<file path="src/logic/sampler_pkg.sv">
package sampler_pkg;

    // clock and time base
    localparam int CLK_NS         = 10;
    localparam int TICK_NS        = 500000;
    localparam int TICK_CYCLES    = TICK_NS / CLK_NS;
    localparam int REFRESH_NS     = 1000000;
    localparam int REFRESH_CYCLES = REFRESH_NS / CLK_NS;

    // terminals per module
    localparam int TERMS = 10;

    // register indices as printed, byte address is four times the index
    localparam logic [15:0] IDX_WORD0  = 16'h0b90;
    localparam logic [15:0] IDX_WORD1  = 16'h0b92;
    localparam logic [15:0] ADDR_WORD0 = {IDX_WORD0[13:0], 2'b00};
    localparam logic [15:0] ADDR_WORD1 = {IDX_WORD1[13:0], 2'b00};
    localparam logic [15:0] ADDR_CFG   = 16'h0000;
    localparam logic [15:0] ADDR_FUNC0 = 16'h0004;
    localparam logic [15:0] ADDR_OWN1  = 16'h0008;

    // filter setting field
    localparam int         FILT_LSB   = 0;
    localparam int         FILT_W     = 3;
    localparam logic [2:0] FILT_RESET = 3'h5;

    // function fields of module zero, terminals 0..5, three bits each
    localparam int          FUNC_W     = 3;
    localparam int          FUNC_TERMS = 6;
    localparam logic [17:0] FUNC_RESET = 18'h00000;
    localparam logic [9:0]  OWN1_RESET = 10'h000;

    // function codes
    localparam logic [2:0] FN_NORMAL   = 3'h0;
    localparam logic [2:0] FN_QUICK    = 3'h1;
    localparam logic [2:0] FN_IRQ      = 3'h2;
    localparam logic [2:0] FN_CNT_Z    = 3'h3;
    localparam logic [2:0] FN_ORIGIN   = 3'h4;
    localparam logic [2:0] FN_PROX     = 3'h5;
    localparam logic [2:0] FN_POS_DONE = 3'h6;

    // bus
    localparam logic [1:0] HTRANS_NONSEQ = 2'h2;
    localparam logic [2:0] HSIZE_WORD    = 3'h2;

    typedef struct packed {
        logic        valid;
        logic        write;
        logic [15:0] addr;
    } ahb_req_s;

endpackage

</file>
<file path="src/logic/filtered_input_sampler.sv">
// Implementation choice: the AHB-Lite slave port.
`timescale 1ns/1ns
module filtered_input_sampler #(
    parameter int TICK_CYCLES    = sampler_pkg::TICK_CYCLES,
    parameter int REFRESH_CYCLES = sampler_pkg::REFRESH_CYCLES
) (
    input  wire logic        hclk,           // bus clock
    input  wire logic        hresetn,        // async reset, low
    input  wire logic        hsel,           // slave select
    input  wire logic [31:0] haddr,          // byte address
    input  wire logic [1:0]  htrans,         // transfer type
    input  wire logic        hwrite,         // write access
    input  wire logic [2:0]  hsize,          // transfer size
    input  wire logic [31:0] hwdata,         // write data
    input  wire logic        hready,         // bus ready
    output logic             hreadyout,      // slave ready
    output logic             hresp,          // always okay
    output logic      [31:0] hrdata,         // read data
    input  wire logic [9:0]  terminals_zero, // module zero pins
    input  wire logic [9:0]  terminals_one,  // module one pins
    output logic      [19:0] alt_level,      // filtered, alternate use
    output logic      [17:0] func_code       // module zero functions
);

    localparam int N = 2 * sampler_pkg::TERMS;

    // refuse periods the dividers cannot serve
    if (TICK_CYCLES < 2 || REFRESH_CYCLES < 2) begin : g_bad_period
        $error("tick and refresh periods must be two cycles or more");
    end

    // code to filter length in ticks of 0.5 ms
    function automatic logic [6:0] filt_ticks(input logic [2:0] code);
        filt_ticks = (code == 3'h0) ? 7'h00 : 7'(7'h01 << (code - 3'h1));
    endfunction

    // function code allowed on module zero terminal
    function automatic logic func_legal(input int t, input logic [2:0] c);
        logic ok;
        ok = (c == sampler_pkg::FN_NORMAL);
        case (t)
            0: ok = ok | c == sampler_pkg::FN_QUICK | c == sampler_pkg::FN_IRQ
                       | c == sampler_pkg::FN_ORIGIN;
            1: ok = ok | c == sampler_pkg::FN_QUICK | c == sampler_pkg::FN_IRQ
                       | c == sampler_pkg::FN_PROX;
            2: ok = ok | c == sampler_pkg::FN_QUICK | c == sampler_pkg::FN_IRQ
                       | c == sampler_pkg::FN_CNT_Z
                       | c == sampler_pkg::FN_ORIGIN;
            3: ok = ok | c == sampler_pkg::FN_QUICK | c == sampler_pkg::FN_IRQ
                       | c == sampler_pkg::FN_CNT_Z
                       | c == sampler_pkg::FN_PROX;
            4, 5: ok = ok | c == sampler_pkg::FN_POS_DONE;
            default: ok = 1'b0;
        endcase
        func_legal = ok;
    endfunction

    logic [N-1:0]  sync1_reg;
    logic [N-1:0]  sync2_reg;
    logic [N-1:0]  filt_reg;
    logic [6:0]    cnt_reg [N];
    logic [31:0]   tick_cnt_reg;
    logic [31:0]   ref_cnt_reg;
    logic          tick_reg;
    logic          refresh_reg;
    logic [2:0]    filt_code_reg;
    logic [17:0]   func_reg;
    logic [17:0]   func_next;
    logic [9:0]    own1_reg;
    logic [9:0]    word0_reg;
    logic [9:0]    word1_reg;
    sampler_pkg::ahb_req_s req_reg;

    // bus decode
    wire        addr_ok  = hsel && hready
                           && htrans == sampler_pkg::HTRANS_NONSEQ
                           && hsize == sampler_pkg::HSIZE_WORD
                           && haddr[31:16] == 16'h0000;
    wire [15:0] a        = haddr[15:0];
    wire        wr_cfg   = req_reg.valid && req_reg.write
                           && req_reg.addr == sampler_pkg::ADDR_CFG;
    wire        wr_func  = req_reg.valid && req_reg.write
                           && req_reg.addr == sampler_pkg::ADDR_FUNC0;
    wire        wr_own1  = req_reg.valid && req_reg.write
                           && req_reg.addr == sampler_pkg::ADDR_OWN1;
    wire [6:0]  limit    = filt_ticks(filt_code_reg);

    // ownership masks, nonzero function code takes the terminal
    wire [9:0]  own0;
    assign own0[9:6] = 4'h0;
    for (genvar t = 0; t < sampler_pkg::FUNC_TERMS; t++) begin : g_own
        assign own0[t] = func_reg[3*t +: 3] != sampler_pkg::FN_NORMAL;
    end
    wire [N-1:0] own_all = {own1_reg, own0};

    wire [31:0] rd_mux =
        (a == sampler_pkg::ADDR_WORD0) ? {22'h0, word0_reg} :
        (a == sampler_pkg::ADDR_WORD1) ? {22'h0, word1_reg} :
        (a == sampler_pkg::ADDR_CFG)   ? {29'h0, filt_code_reg} :
        (a == sampler_pkg::ADDR_FUNC0) ? {14'h0, func_reg} :
        (a == sampler_pkg::ADDR_OWN1)  ? {22'h0, own1_reg} : 32'h0;

    always_comb begin
        func_next = func_reg;
        for (int t = 0; t < sampler_pkg::FUNC_TERMS; t++) begin
            func_next[3*t +: 3] = func_legal(t, hwdata[3*t +: 3])
                                  ? hwdata[3*t +: 3] : sampler_pkg::FN_NORMAL;
        end
    end

    always_ff @(posedge hclk or negedge hresetn) begin
        if (!hresetn) begin
            req_reg   <= '0;
            hrdata    <= 32'h0;
            hreadyout <= 1'b1;
            hresp     <= 1'b0;
        end else begin
            hreadyout <= 1'b1;
            hresp     <= 1'b0;
            req_reg   <= '{valid: addr_ok, write: hwrite, addr: a};
            if (addr_ok && !hwrite) begin
                hrdata <= rd_mux;
            end
        end
    end

    // reset to all-normal and 8 ms
    always_ff @(posedge hclk or negedge hresetn) begin
        if (!hresetn) begin
            filt_code_reg <= sampler_pkg::FILT_RESET;
            func_reg      <= sampler_pkg::FUNC_RESET;
            own1_reg      <= sampler_pkg::OWN1_RESET;
        end else begin
            if (wr_cfg) begin
                filt_code_reg <= hwdata[sampler_pkg::FILT_LSB +: 3];
            end
            if (wr_func) begin
                func_reg <= func_next;
            end
            if (wr_own1) begin
                own1_reg <= hwdata[9:0];
            end
        end
    end

    // tick and refresh dividers
    always_ff @(posedge hclk or negedge hresetn) begin
        if (!hresetn) begin
            tick_cnt_reg <= 32'h0;
            ref_cnt_reg  <= 32'h0;
            tick_reg     <= 1'b0;
            refresh_reg  <= 1'b0;
        end else begin
            tick_reg    <= tick_cnt_reg == 32'(TICK_CYCLES - 1);
            refresh_reg <= ref_cnt_reg == 32'(REFRESH_CYCLES - 1);
            tick_cnt_reg <= (tick_cnt_reg == 32'(TICK_CYCLES - 1))
                            ? 32'h0 : tick_cnt_reg + 32'h1;
            ref_cnt_reg  <= (ref_cnt_reg == 32'(REFRESH_CYCLES - 1))
                            ? 32'h0 : ref_cnt_reg + 32'h1;
        end
    end

    always_ff @(posedge hclk or negedge hresetn) begin
        if (!hresetn) begin
            sync1_reg <= '0;
            sync2_reg <= '0;
        end else begin
            sync1_reg <= {terminals_one, terminals_zero};
            sync2_reg <= sync1_reg;
        end
    end

    // level must hold for limit ticks
    always_ff @(posedge hclk or negedge hresetn) begin
        if (!hresetn) begin
            filt_reg <= '0;
            for (int i = 0; i < N; i++) begin
                cnt_reg[i] <= 7'h00;
            end
        end else begin
            for (int i = 0; i < N; i++) begin
                if (sync2_reg[i] == filt_reg[i]) begin
                    cnt_reg[i] <= 7'h00;
                end else if (limit == 7'h00) begin
                    filt_reg[i] <= sync2_reg[i];
                end else if (tick_reg) begin
                    if (cnt_reg[i] == limit) begin
                        filt_reg[i] <= sync2_reg[i];
                        cnt_reg[i]  <= 7'h00;
                    end else begin
                        cnt_reg[i] <= cnt_reg[i] + 7'h01;
                    end
                end
            end
        end
    end

    always_ff @(posedge hclk or negedge hresetn) begin
        if (!hresetn) begin
            word0_reg <= 10'h000;
            word1_reg <= 10'h000;
            alt_level <= 20'h00000;
        end else begin
            alt_level <= filt_reg & own_all;
            if (refresh_reg) begin
                word0_reg <= filt_reg[9:0] & ~own0;
                word1_reg <= filt_reg[19:10] & ~own1_reg;
            end
        end
    end

    assign func_code = func_reg;

    // checks
    logic first_q;
    always_ff @(posedge hclk or negedge hresetn) begin
        if (!hresetn) begin
            first_q <= 1'b1;
        end else begin
            first_q <= 1'b0;
        end
    end

    // halves of the filtered level for the refresh checks
    wire [9:0] filt_zero = filt_reg[9:0];
    wire [9:0] filt_one  = filt_reg[19:10];
endmodule

</file>
<file path="config.mk">
export PLATFORM = sky130hd
export DESIGN_NAME = filtered_input_sampler
export DESIGN_NICKNAME = d
export VERILOG_FILES = /design/src/logic/sampler_pkg.sv /design/src/logic/filtered_input_sampler.sv
export SDC_FILE = /design/constraint.sdc
export NUM_CORES = 1
export LEC_CHECK = 0
export BUFFER_PORTS_ARGS = -buffer_cell sky130_fd_sc_hd__buf_2
export CAP_MARGIN = 20
export CORE_AREA = 2 2 168 293
export DETAILED_ROUTE_END_ITERATION = 8
export DIE_AREA = 0 0 170 295
export GPL_ROUTABILITY_DRIVEN = 0
export SYNTH_ARGS = -nofsm -noshare
export SYNTH_HDL_FRONTEND = slang
export SYNTH_SLANG_ARGS = --single-unit
</file>
<file path="constraint.sdc">
create_clock -name hclk -period 3.5 [get_ports hclk]
set_input_delay 0.35 -clock hclk [delete_from_list [all_inputs] [get_ports hclk]]
set_output_delay 0.35 -clock hclk [all_outputs]
set_load 0.01 [all_outputs]
</file>
==> results.yml, run 1 <==
timing:
  holdWs_ns: 0.0437
  rsz0062_at_grt: "false"
  setup_viol: 0
  fin_setup_tns_ns: 0
  fin_crit_ns: 2.87
  final-max-slew-violation-count: 0
  post-route-period-util: 0.820
  tightest_slew_ns: 0.908
  finalClockSkew_ns: 0.0170
  max_freq_ghz: 0.349
  finalHoldViolCount: 0
  relSlewSlack: 0.390
synthesis:
  async_flop_share: 1.00
  yosys.area.top_type: "dfrtp_1"
  synth_area_sq_mm: 0.0189
  yosysWarnings: 0
  ys_ff_latch: 369
  synth_enable_flop_cells: 0
  synth_top_area_share: 0.485
  yosysSeqAreaShare: 0.488
  synthTopCellsByArea: "dfrtp_1, nand2_1, nand3_1"
  yosys.cell_count.top_type: "dfrtp_1"
  synth_cell_types: 63
  ys.flop_type: "dfrtp_1"
  syn_inst: 1992
  netlist_top_cells_count: "dfrtp_1, nand2_1, nor2_1"
  avgSynthCellArea_sq_um: 9.51
layout:
  nFillCells: 4505
  syn_to_final_growth_pct: 16.0
  multiInputGateArea_sq_mm: 0.00906
  regArea_sq_mm: 0.00924
  drive_above_1_share: 0.148
  largest_reg_flops: 140
  antenna_cells: 0
  fin_nets: 2248
pwr:
  vdd_drop_max_v: 0.000462
  p_per_area_mw_per_mm2: 418
  leakage_nw: 8.99
floorplanning:
  num_io_pins: 166
  die_w_microns: 170
  rows: 106
  start_util: 0.397
  core_region_area_sq_mm: 0.0477
  dieArea_sq_mm: 0.0502
  die_h_microns: 295
place:
  port_buffers: 131
  dpl.hpwl_microns: 34800
routing:
  drt_first_pass_iters: 6
  vias_per_cell: 5.69
  wl_met3_microns: 1980
  wl_met2_microns: 26900
  first_iter_violations: 945
  vias: 15700
  top_layer_used: "met4"
  ant_nets: 0
  wl_microns: 51100
  routedLengthMet1_microns: 19800
  drc: 0
  wl_per_cell_microns: 18.5
setup_path:
  worstPathRequired_ns: 3.92
  reg2reg_slack_ns: 0.63
  worst_setup_path_end_kind: "flip-flop"
  r2r_cells: 6
  r2r_end: "filt_reg[5]"
  critPathLaunchType: "flip-flop"
  r2r_start: "filt_code_reg[1]"
  crit_arrival_ns: 3.29
  critPathKind: "flip-flop to flip-flop"
  cp_max_fo: 20
hold_path:
  hold_class: "input port to flip-flop"
  hold_depth: 1
  worstHoldStart: "haddr[2]"
  holdPathEnd: "req_reg[2]"
global_routing:
  grt_start_max_net_pins: 92
  grt_antenna_before_repair: 1
  grt_first_pass_wirelength_microns: 82400
  grt_pass1_vias: 15400
  overflow: 0
  track_usage: 0.206
cts:
  htreeDepth: 2
  cts_tree: "done"
  root_buffer: "clkbuf_16"
  clock_path_buffers: 3
  clock_latency_ns: 0.55
  clk_pin_slew_ns: 0.07
  cts.repair.resized: 0
  cts_buffers: 37
  clock_sinks: 369
status:
  status: "complete, no violations"
flow_run:
  maxCapViolCount: 0
==> metrics by stage <==
stage	area, sq um	utilization	setup WS, ns	cells	power [mW]
6_report	22000	0.460	0.631	2755	9.18
3_3_place_gp	20200	0.423	0.676	2647	4.75
4_1_cts	22000	0.460	0.639	2755	9.29
3_5_place_dp	20200	0.423	0.670	2647	4.76
5_1_grt	22000	0.460	0.430	2755	9.49
2_1_floorplan	19000	-	0.904	2010	4.56
==> cell families (layout without fill, tap and decap cells) <==
logic type / count (synthesis) / in the layout / synth area share
simple gates: 850 / 850 / 0.230
buf+inv: 162 / 313 / 0.0402
other cells: 2 / 20 / 0.000396
flops: 369 / 369 / 0.488
fa+ha+maj: 22 / 22 / 0.0145
mux: 75 / 75 / 0.0421
xor+xnor: 84 / 84 / 0.0388
compound gates: 428 / 428 / 0.146
==> layout by cell type (no fill, tap or decap), drive strengths merged, types with 43 or more instances in the layout <==
cell type,n
nor3,96
o21ai,127
nand2,216
clkbuf,53
a21oi,94
a22o,43
buf,174
nor2,143
dfrtp,367
xnor2,50
nand3,136
==> final cells by class <==
cell class	count	area share
flip-flops and latches	369	0.421
repair buffers	214	0.0661
clock buffers	53	0.0490
inverters	31	0.00530
multi-input cells	1479	0.412
well taps	594	0.0338
clock inverters	15	0.0129
==> per-layer routing <==
metal	vias up	GRT usage
met4	0	0.0965
met2	364	0.380
met1	7732	0.234
li1	7474	-
met3	118	0.0264
met5	-	0
==> how the worst max path moves through the flow <==
stage / from / end / slack (ns)
floorplan: filt_code_reg[2] / filt_reg[7] / 0.90
global placement: filt_code_reg[1] / filt_reg[1] / 0.68
detailed placement: filt_code_reg[2] / filt_reg[5] / 0.67
CTS: filt_code_reg[2] / filt_reg[5] / 0.64
global route: filt_code_reg[1] / cnt_reg[83] / 0.43
finish: filt_code_reg[1] / filt_reg[5] / 0.63
==> where the power goes <==
| group | total [mW] | switching [mW] | internal [mW] |
|---|---|---|---|
| Clock | 4.47 | 1.79 | 2.69 |
| Sequential | 4.36 | 0.0454 | 4.31 |
| Combinational | 0.349 | 0.226 | 0.122 |
==> what timing repair did <==
action                                  4_1_cts  5_1_grt
hold buffers                                 40        0
hold endpoints to repair                    124        0
endpoints found under the setup margin        0        0
buffers inserted                              0        0
==> worst max-delay path: stages (launching register included) <==
cell     delay, ns
dfrtp_1       0.61
or3b_2        0.86
mux2i_1       0.25
o21ai_0       0.10
a311o_1       0.41
o21ai_1       0.16
mux2_1        0.33
Note: power is estimated with default switching activity, not from simulation.
==> run 2, diff against run 1 <==
==> constraint.sdc (replaced) <==
create_clock -name hclk -period 2.7 [get_ports hclk]
set_input_delay 0.27 -clock hclk [delete_from_list [all_inputs] [get_ports hclk]]
set_output_delay 0.27 -clock hclk [all_outputs]
set_load 0.01 [all_outputs]
==> results.yml, run 2 (same netlist as run 1, synthesis figures left out) <==
status:
  status: "complete, no violations"
setup_path:
  cp_top_family: "simple AND/OR/NAND/NOR gates"
  critPathKind: "flip-flop to flip-flop"
  cp_max_fo: 16
  r2r_end: "filt_reg[17]"
  critPathLaunchType: "flip-flop"
  path_cells: "or3b_4 > buf_4 > nor4b_1 > a31oi_1 > a211oi_2 > a21oi_1 > mux2_2"
  reg2reg_slack_ns: 0.09
  r2r_cells: 7
  cpPeakStageDelay_ns: 0.55
  worstPathRequired_ns: 3.11
  cp_slowest_cell: "dfstp_2"
  r2r_start: "filt_code_reg[2]"
  worst_setup_path_end_kind: "flip-flop"
  crit_arrival_ns: 3.02
  crit_buf_inv: 1
floorplanning:
  num_io_pins: 166
  core_region_area_sq_mm: 0.0477
  start_util: 0.397
  die_h_microns: 295
  dieArea_sq_mm: 0.0502
  die_w_microns: 170
  rows: 106
layout:
  syn_to_final_growth_pct: 17.5
  final_cell_mix: "dfrtp_1, nand2_1, nor2_1, nand3_1, buf_2"
  drive_above_1_share: 0.159
  final_common_cell: "dfrtp_1"
  nFillCells: 4449
  antenna_cells: 0
  fin_cells: 2795
  fin_nets: 2289
  largest_reg_flops: 140
cts:
  clk_pin_slew_ns: 0.07
  clock_path_buffers: 3
  htreeDepth: 2
  clock_sinks: 369
  root_buffer: "clkbuf_16"
  cts_tree: "done"
  clock_latency_ns: 0.55
  cts_buffers: 36
hold_path:
  hold_depth: 3
  worstHoldStart: "hwdata[11]"
  hold_class: "input port to flip-flop"
  holdPathEnd: "func_code[11]"
timing:
  final-max-slew-violation-count: 0
  finalHoldViolCount: 0
  rsz0062_at_grt: "false"
  max_freq_ghz: 0.384
  tightest_slew_ns: 0.803
  finalClockSkew_ns: 0.0249
  post-route-period-util: 0.965
  setup_viol: 0
  fin_crit_ns: 2.61
  relSlewSlack: 0.463
  fin_setup_tns_ns: 0
global_routing:
  overflow: 0
  grt_antenna_before_repair: 0
  track_usage: 0.206
  grt_pass1_vias: 15700
  grt_start_max_net_pins: 83
  grt_first_pass_wirelength_microns: 82700
place:
  port_buffers: 131
  dpl.hpwl_microns: 35500
  dp_cells: 2669
routing:
  first_iter_violations: 1035
  vias: 16000
  wl_per_cell_microns: 18.5
  wl_microns: 51700
  drc: 0
  vias_per_cell: 5.72
  drt_first_pass_iters: 5
  ant_nets: 0
pwr:
  p_per_area_mw_per_mm2: 512
  switching_power_mw: 2.62
  p_int_mw: 8.78
  leakage_nw: 9.14
  seqPwrFrac: 0.496
  swShare: 0.230
  vdd_drop_max_v: 0.000531
  pwr-share-comb: 0.042
  power.share.clock: 0.462
flow_run:
  maxCapViolCount: 0
[run 2: changes by cell type in the layout (fill, tap and decap cells not counted), moves of 4 or more]
cell and delta:
bufinv_16 -5, nor3_2 +5, clkbuf_1 -4, dlygate4sd3_1 +16
buf_4 +22, clkbuf_8 +5, nor3_1 -4
[run 2: worst max-delay path by stage]
stage	depth (start not counted)	to	slack [ns]	from
after floorplan	8	filt_reg[7]	0.10	filt_code_reg[2]
after global placement	8	filt_reg[4]	0.12	filt_code_reg[2]
after detailed placement	8	filt_reg[4]	0.12	filt_code_reg[2]
after CTS	7	cnt_reg[27]	0.11	filt_code_reg[2]
after global routing	7	cnt_reg[81]	0.007	filt_code_reg[2]
final	7	filt_reg[17]	0.09	filt_code_reg[2]
[run 2: layout make-up]
type	instances	area (sq um)	share of cell area
Clock buffer	52	1080	0.0486
Clock inverter	14	156	0.00703
Sequential cell	369	9240	0.415
Multi-Input combinational cell	1479	9070	0.408
Tap cell	594	743	0.0334
Timing Repair Buffer	256	1850	0.0830
Inverter	31	116	0.00523
[run 2: tightest hold or removal path, cell delays in order]
cell and delay, ns:
buf_2 0.11, nand3b_1 0.07, o21ai_0 0.08
[run 2: power by group through the flow]
stage / combinational, mW / clock [mW] / sequential [mW]
2_1_floorplan: 0.185 / 0 / 5.73
3_3_place_gp: 0.412 / 0 / 5.75
3_5_place_dp: 0.421 / 0 / 5.75
4_1_cts: 0.486 / 5.40 / 5.65
5_1_grt: 0.539 / 5.61 / 5.65
6_report: 0.481 / 5.27 / 5.65
[run 2: through the flow]
stage               utilization  hold WS, ns  setup slack, ns  power (mW)  cell area [sq um]
floorplan                     -      -0.0256            0.104        5.91              19000
global placement          0.427        0.311            0.118        6.16              20400
detailed placement        0.427        0.310            0.121        6.18              20400
CTS                       0.465     0.000931            0.109        11.5              22200
global route              0.466       0.0233          0.00736        11.8              22300
finish                    0.466       0.0232           0.0934        11.4              22300
[run 2: what timing repair did]
action                                  4_1_cts  5_1_grt
resized for setup                             0        5
hold buffers                                 56        0
endpoints found under the hold margin       129        0
endpoints found under the setup margin        0       18
buffers inserted                              0        4
[run 2: metal layers]
metal | share of wire | wire length [microns] | GRT usage | vias up
li1 | - | - | - | 7544
met1 | 0.39 | 20200 | 0.235 | 7936
met2 | 0.53 | 27500 | 0.386 | 410
met3 | 0.039 | 2010 | 0.0229 | 100
met4 | 0.039 | 2000 | 0.0894 | 0
met5 | 0 | 0 | 0 | -
==> run 3, diff against run 2 <==
--- a/config.mk
+++ b/config.mk
@@ -5,9 +5,10 @@
 export SDC_FILE = /design/constraint.sdc
 export NUM_CORES = 1
 export LEC_CHECK = 0
-export BUFFER_PORTS_ARGS = -buffer_cell sky130_fd_sc_hd__buf_2
+export BUFFER_PORTS_ARGS = -buffer_cell sky130_fd_sc_hd__clkbuf_2
 export CAP_MARGIN = 20
 export CORE_AREA = 2 2 168 293
+export CTS_CLUSTER_SIZE = 25
 export DETAILED_ROUTE_END_ITERATION = 8
 export DIE_AREA = 0 0 170 295
 export GPL_ROUTABILITY_DRIVEN = 0
==> results.yml, run 3 (same netlist as run 1, synthesis figures left out) <==
routing:
  wl_microns: 52000
  drc: 0
  vias_per_cell: 5.71
  wl_per_cell_microns: 18.5
  ant_nets: 0
  first_iter_violations: 1042
  drt_first_pass_iters: 6
  vias: 16000
place:
  placed_area_sq_mm: 0.0205
  port_buffers: 131
  dp_cells: 2678
  dpl.hpwl_microns: 35900
  preCtsSetupSlack_ns: 0.0628
layout:
  fin_area_sq_mm: 0.0223
  antenna_cells: 0
  syn_to_final_growth_pct: 17.9
  final_common_cell: "dfrtp_1"
  fin_cells: 2805
  drive_above_1_share: 0.159
  post-route-util: 0.468
  nFillCells: 4453
  fin_nets: 2302
  largest_reg_flops: 140
  final_cell_mix: "dfrtp_1, nand2_1, nor2_1, nand3_1, clkbuf_2"
global_routing:
  grt_start_max_net_pins: 78
  top_usage_layer: "met2"
  use_met2: 0.385
  grt_first_pass_wirelength_microns: 84100
  met1_usage: 0.240
  use_met3: 0.0261
  track_usage: 0.210
  overflow: 0
  grt_antenna_before_repair: 0
  grt_pass1_vias: 16000
floorplanning:
  rows: 106
  die_h_microns: 295
  start_util: 0.397
  core_region_area_sq_mm: 0.0477
  num_io_pins: 166
  dieArea_sq_mm: 0.0502
  die_w_microns: 170
cts:
  clock_latency_ns: 0.57
  clk_pin_slew_ns: 0.07
  cts_buffers: 37
  cts_tree: "done"
  root_buffer: "clkbuf_16"
  clock_sinks: 369
  htreeDepth: 2
  clock_path_buffers: 3
setup_path:
  cp_max_fo: 11
  path_cells: "or3b_4 > buf_12 > or4b_1 > a311o_1 > o21ai_1 > mux2_1"
  path_depth: 6
  cpPeakStageDelay_ns: 0.55
  critPathKind: "flip-flop to flip-flop"
  worstPathRequired_ns: 3.16
  crit_buf_inv: 1
  critPathLaunchType: "flip-flop"
  cp_top_family: "simple AND/OR/NAND/NOR gates"
  r2r_cells: 6
  crit_arrival_ns: 3.07
  worst_setup_path_end_kind: "flip-flop"
  cp_slowest_cell: "dfstp_2"
flow_run:
  maxCapViolCount: 0
status:
  status: "complete, no violations"
timing:
  final-max-slew-violation-count: 0
  rsz0062_at_grt: "false"
  fin_crit_ns: 2.62
  post-route-period-util: 0.970
  setup_viol: 0
  setup_ws_ns: 0.0821
  max_freq_ghz: 0.382
  tightest_slew_ns: 0.787
  holdWs_ns: 0.341
  finalHoldViolCount: 0
  relSlewSlack: 0.473
  fin_setup_tns_ns: 0
  finalClockSkew_ns: 0.0330
pwr:
  power_mw: 11.4
  leakage_nw: 9.19
  vdd_drop_max_v: 0.000554
  p_per_area_mw_per_mm2: 509
hold_path:
  hold_class: "input port to asynchronous set/reset pin"
-- run 3: cell count changes in the layout (fill, tap and decap cells not counted), sizes merged --
cell / delta
buf: -123
clkinv: +2
inv: -1
clkbuf: +126
clkinvlp: +1
dlygate4sd3: +5
-- run 3: area by class of cell --
type | count | area, sq um | area share
Tap cell | 594 | 743 | 0.0333
Timing Repair Buffer | 268 | 1970 | 0.0883
Inverter | 31 | 116 | 0.00521
Clock inverter | 16 | 173 | 0.00773
Clock buffer | 48 | 1030 | 0.0461
Sequential cell | 369 | 9240 | 0.414
Multi-Input combinational cell | 1479 | 9060 | 0.406
-- run 3: worst paths after layout --
path | from | to | slack [ns]
max | filt_code_reg[2] | filt_reg[18] | 0.08
min | hresetn | sync1_reg[16] | 0.34
max reg2reg | filt_code_reg[2] | filt_reg[18] | 0.08
min reg2reg | sync1_reg[13] | sync2_reg[13] | 0.35
max in group asynchronous | hresetn | word0_reg[2] | 1.59
min in group hclk | sync1_reg[13] | sync2_reg[13] | 0.35
-- run 3: per-layer routing --
layer,vias up,wire length [microns]
met5,-,0
met4,0,2290
met3,120,2030
met2,426,27400
met1,7908,20200
li1,7573,-
-- run 3: power breakdown --
group / switching [mW] / internal (mW)
clock network: 2.32 / 2.91
logic: 0.302 / 0.187
registers: 0.0595 / 5.59
-- run 3: worst register-to-register path, delay by kind of cell (launching register included) --
kind                   cells  cell delay [ns]
AO/OA/AOI/OAI              2             0.52
buffers and inverters      1             0.19
flip-flops                 1             0.55
AND/OR/NAND/NOR            2             0.95
multiplexers               1             0.33
-- run 3: what timing repair did --
item,CTS,global route
resized for setup,0,4
hold buffers,61,0
endpoints found under the hold margin,121,0
setup buffers,0,2
endpoints found under the setup margin,0,20
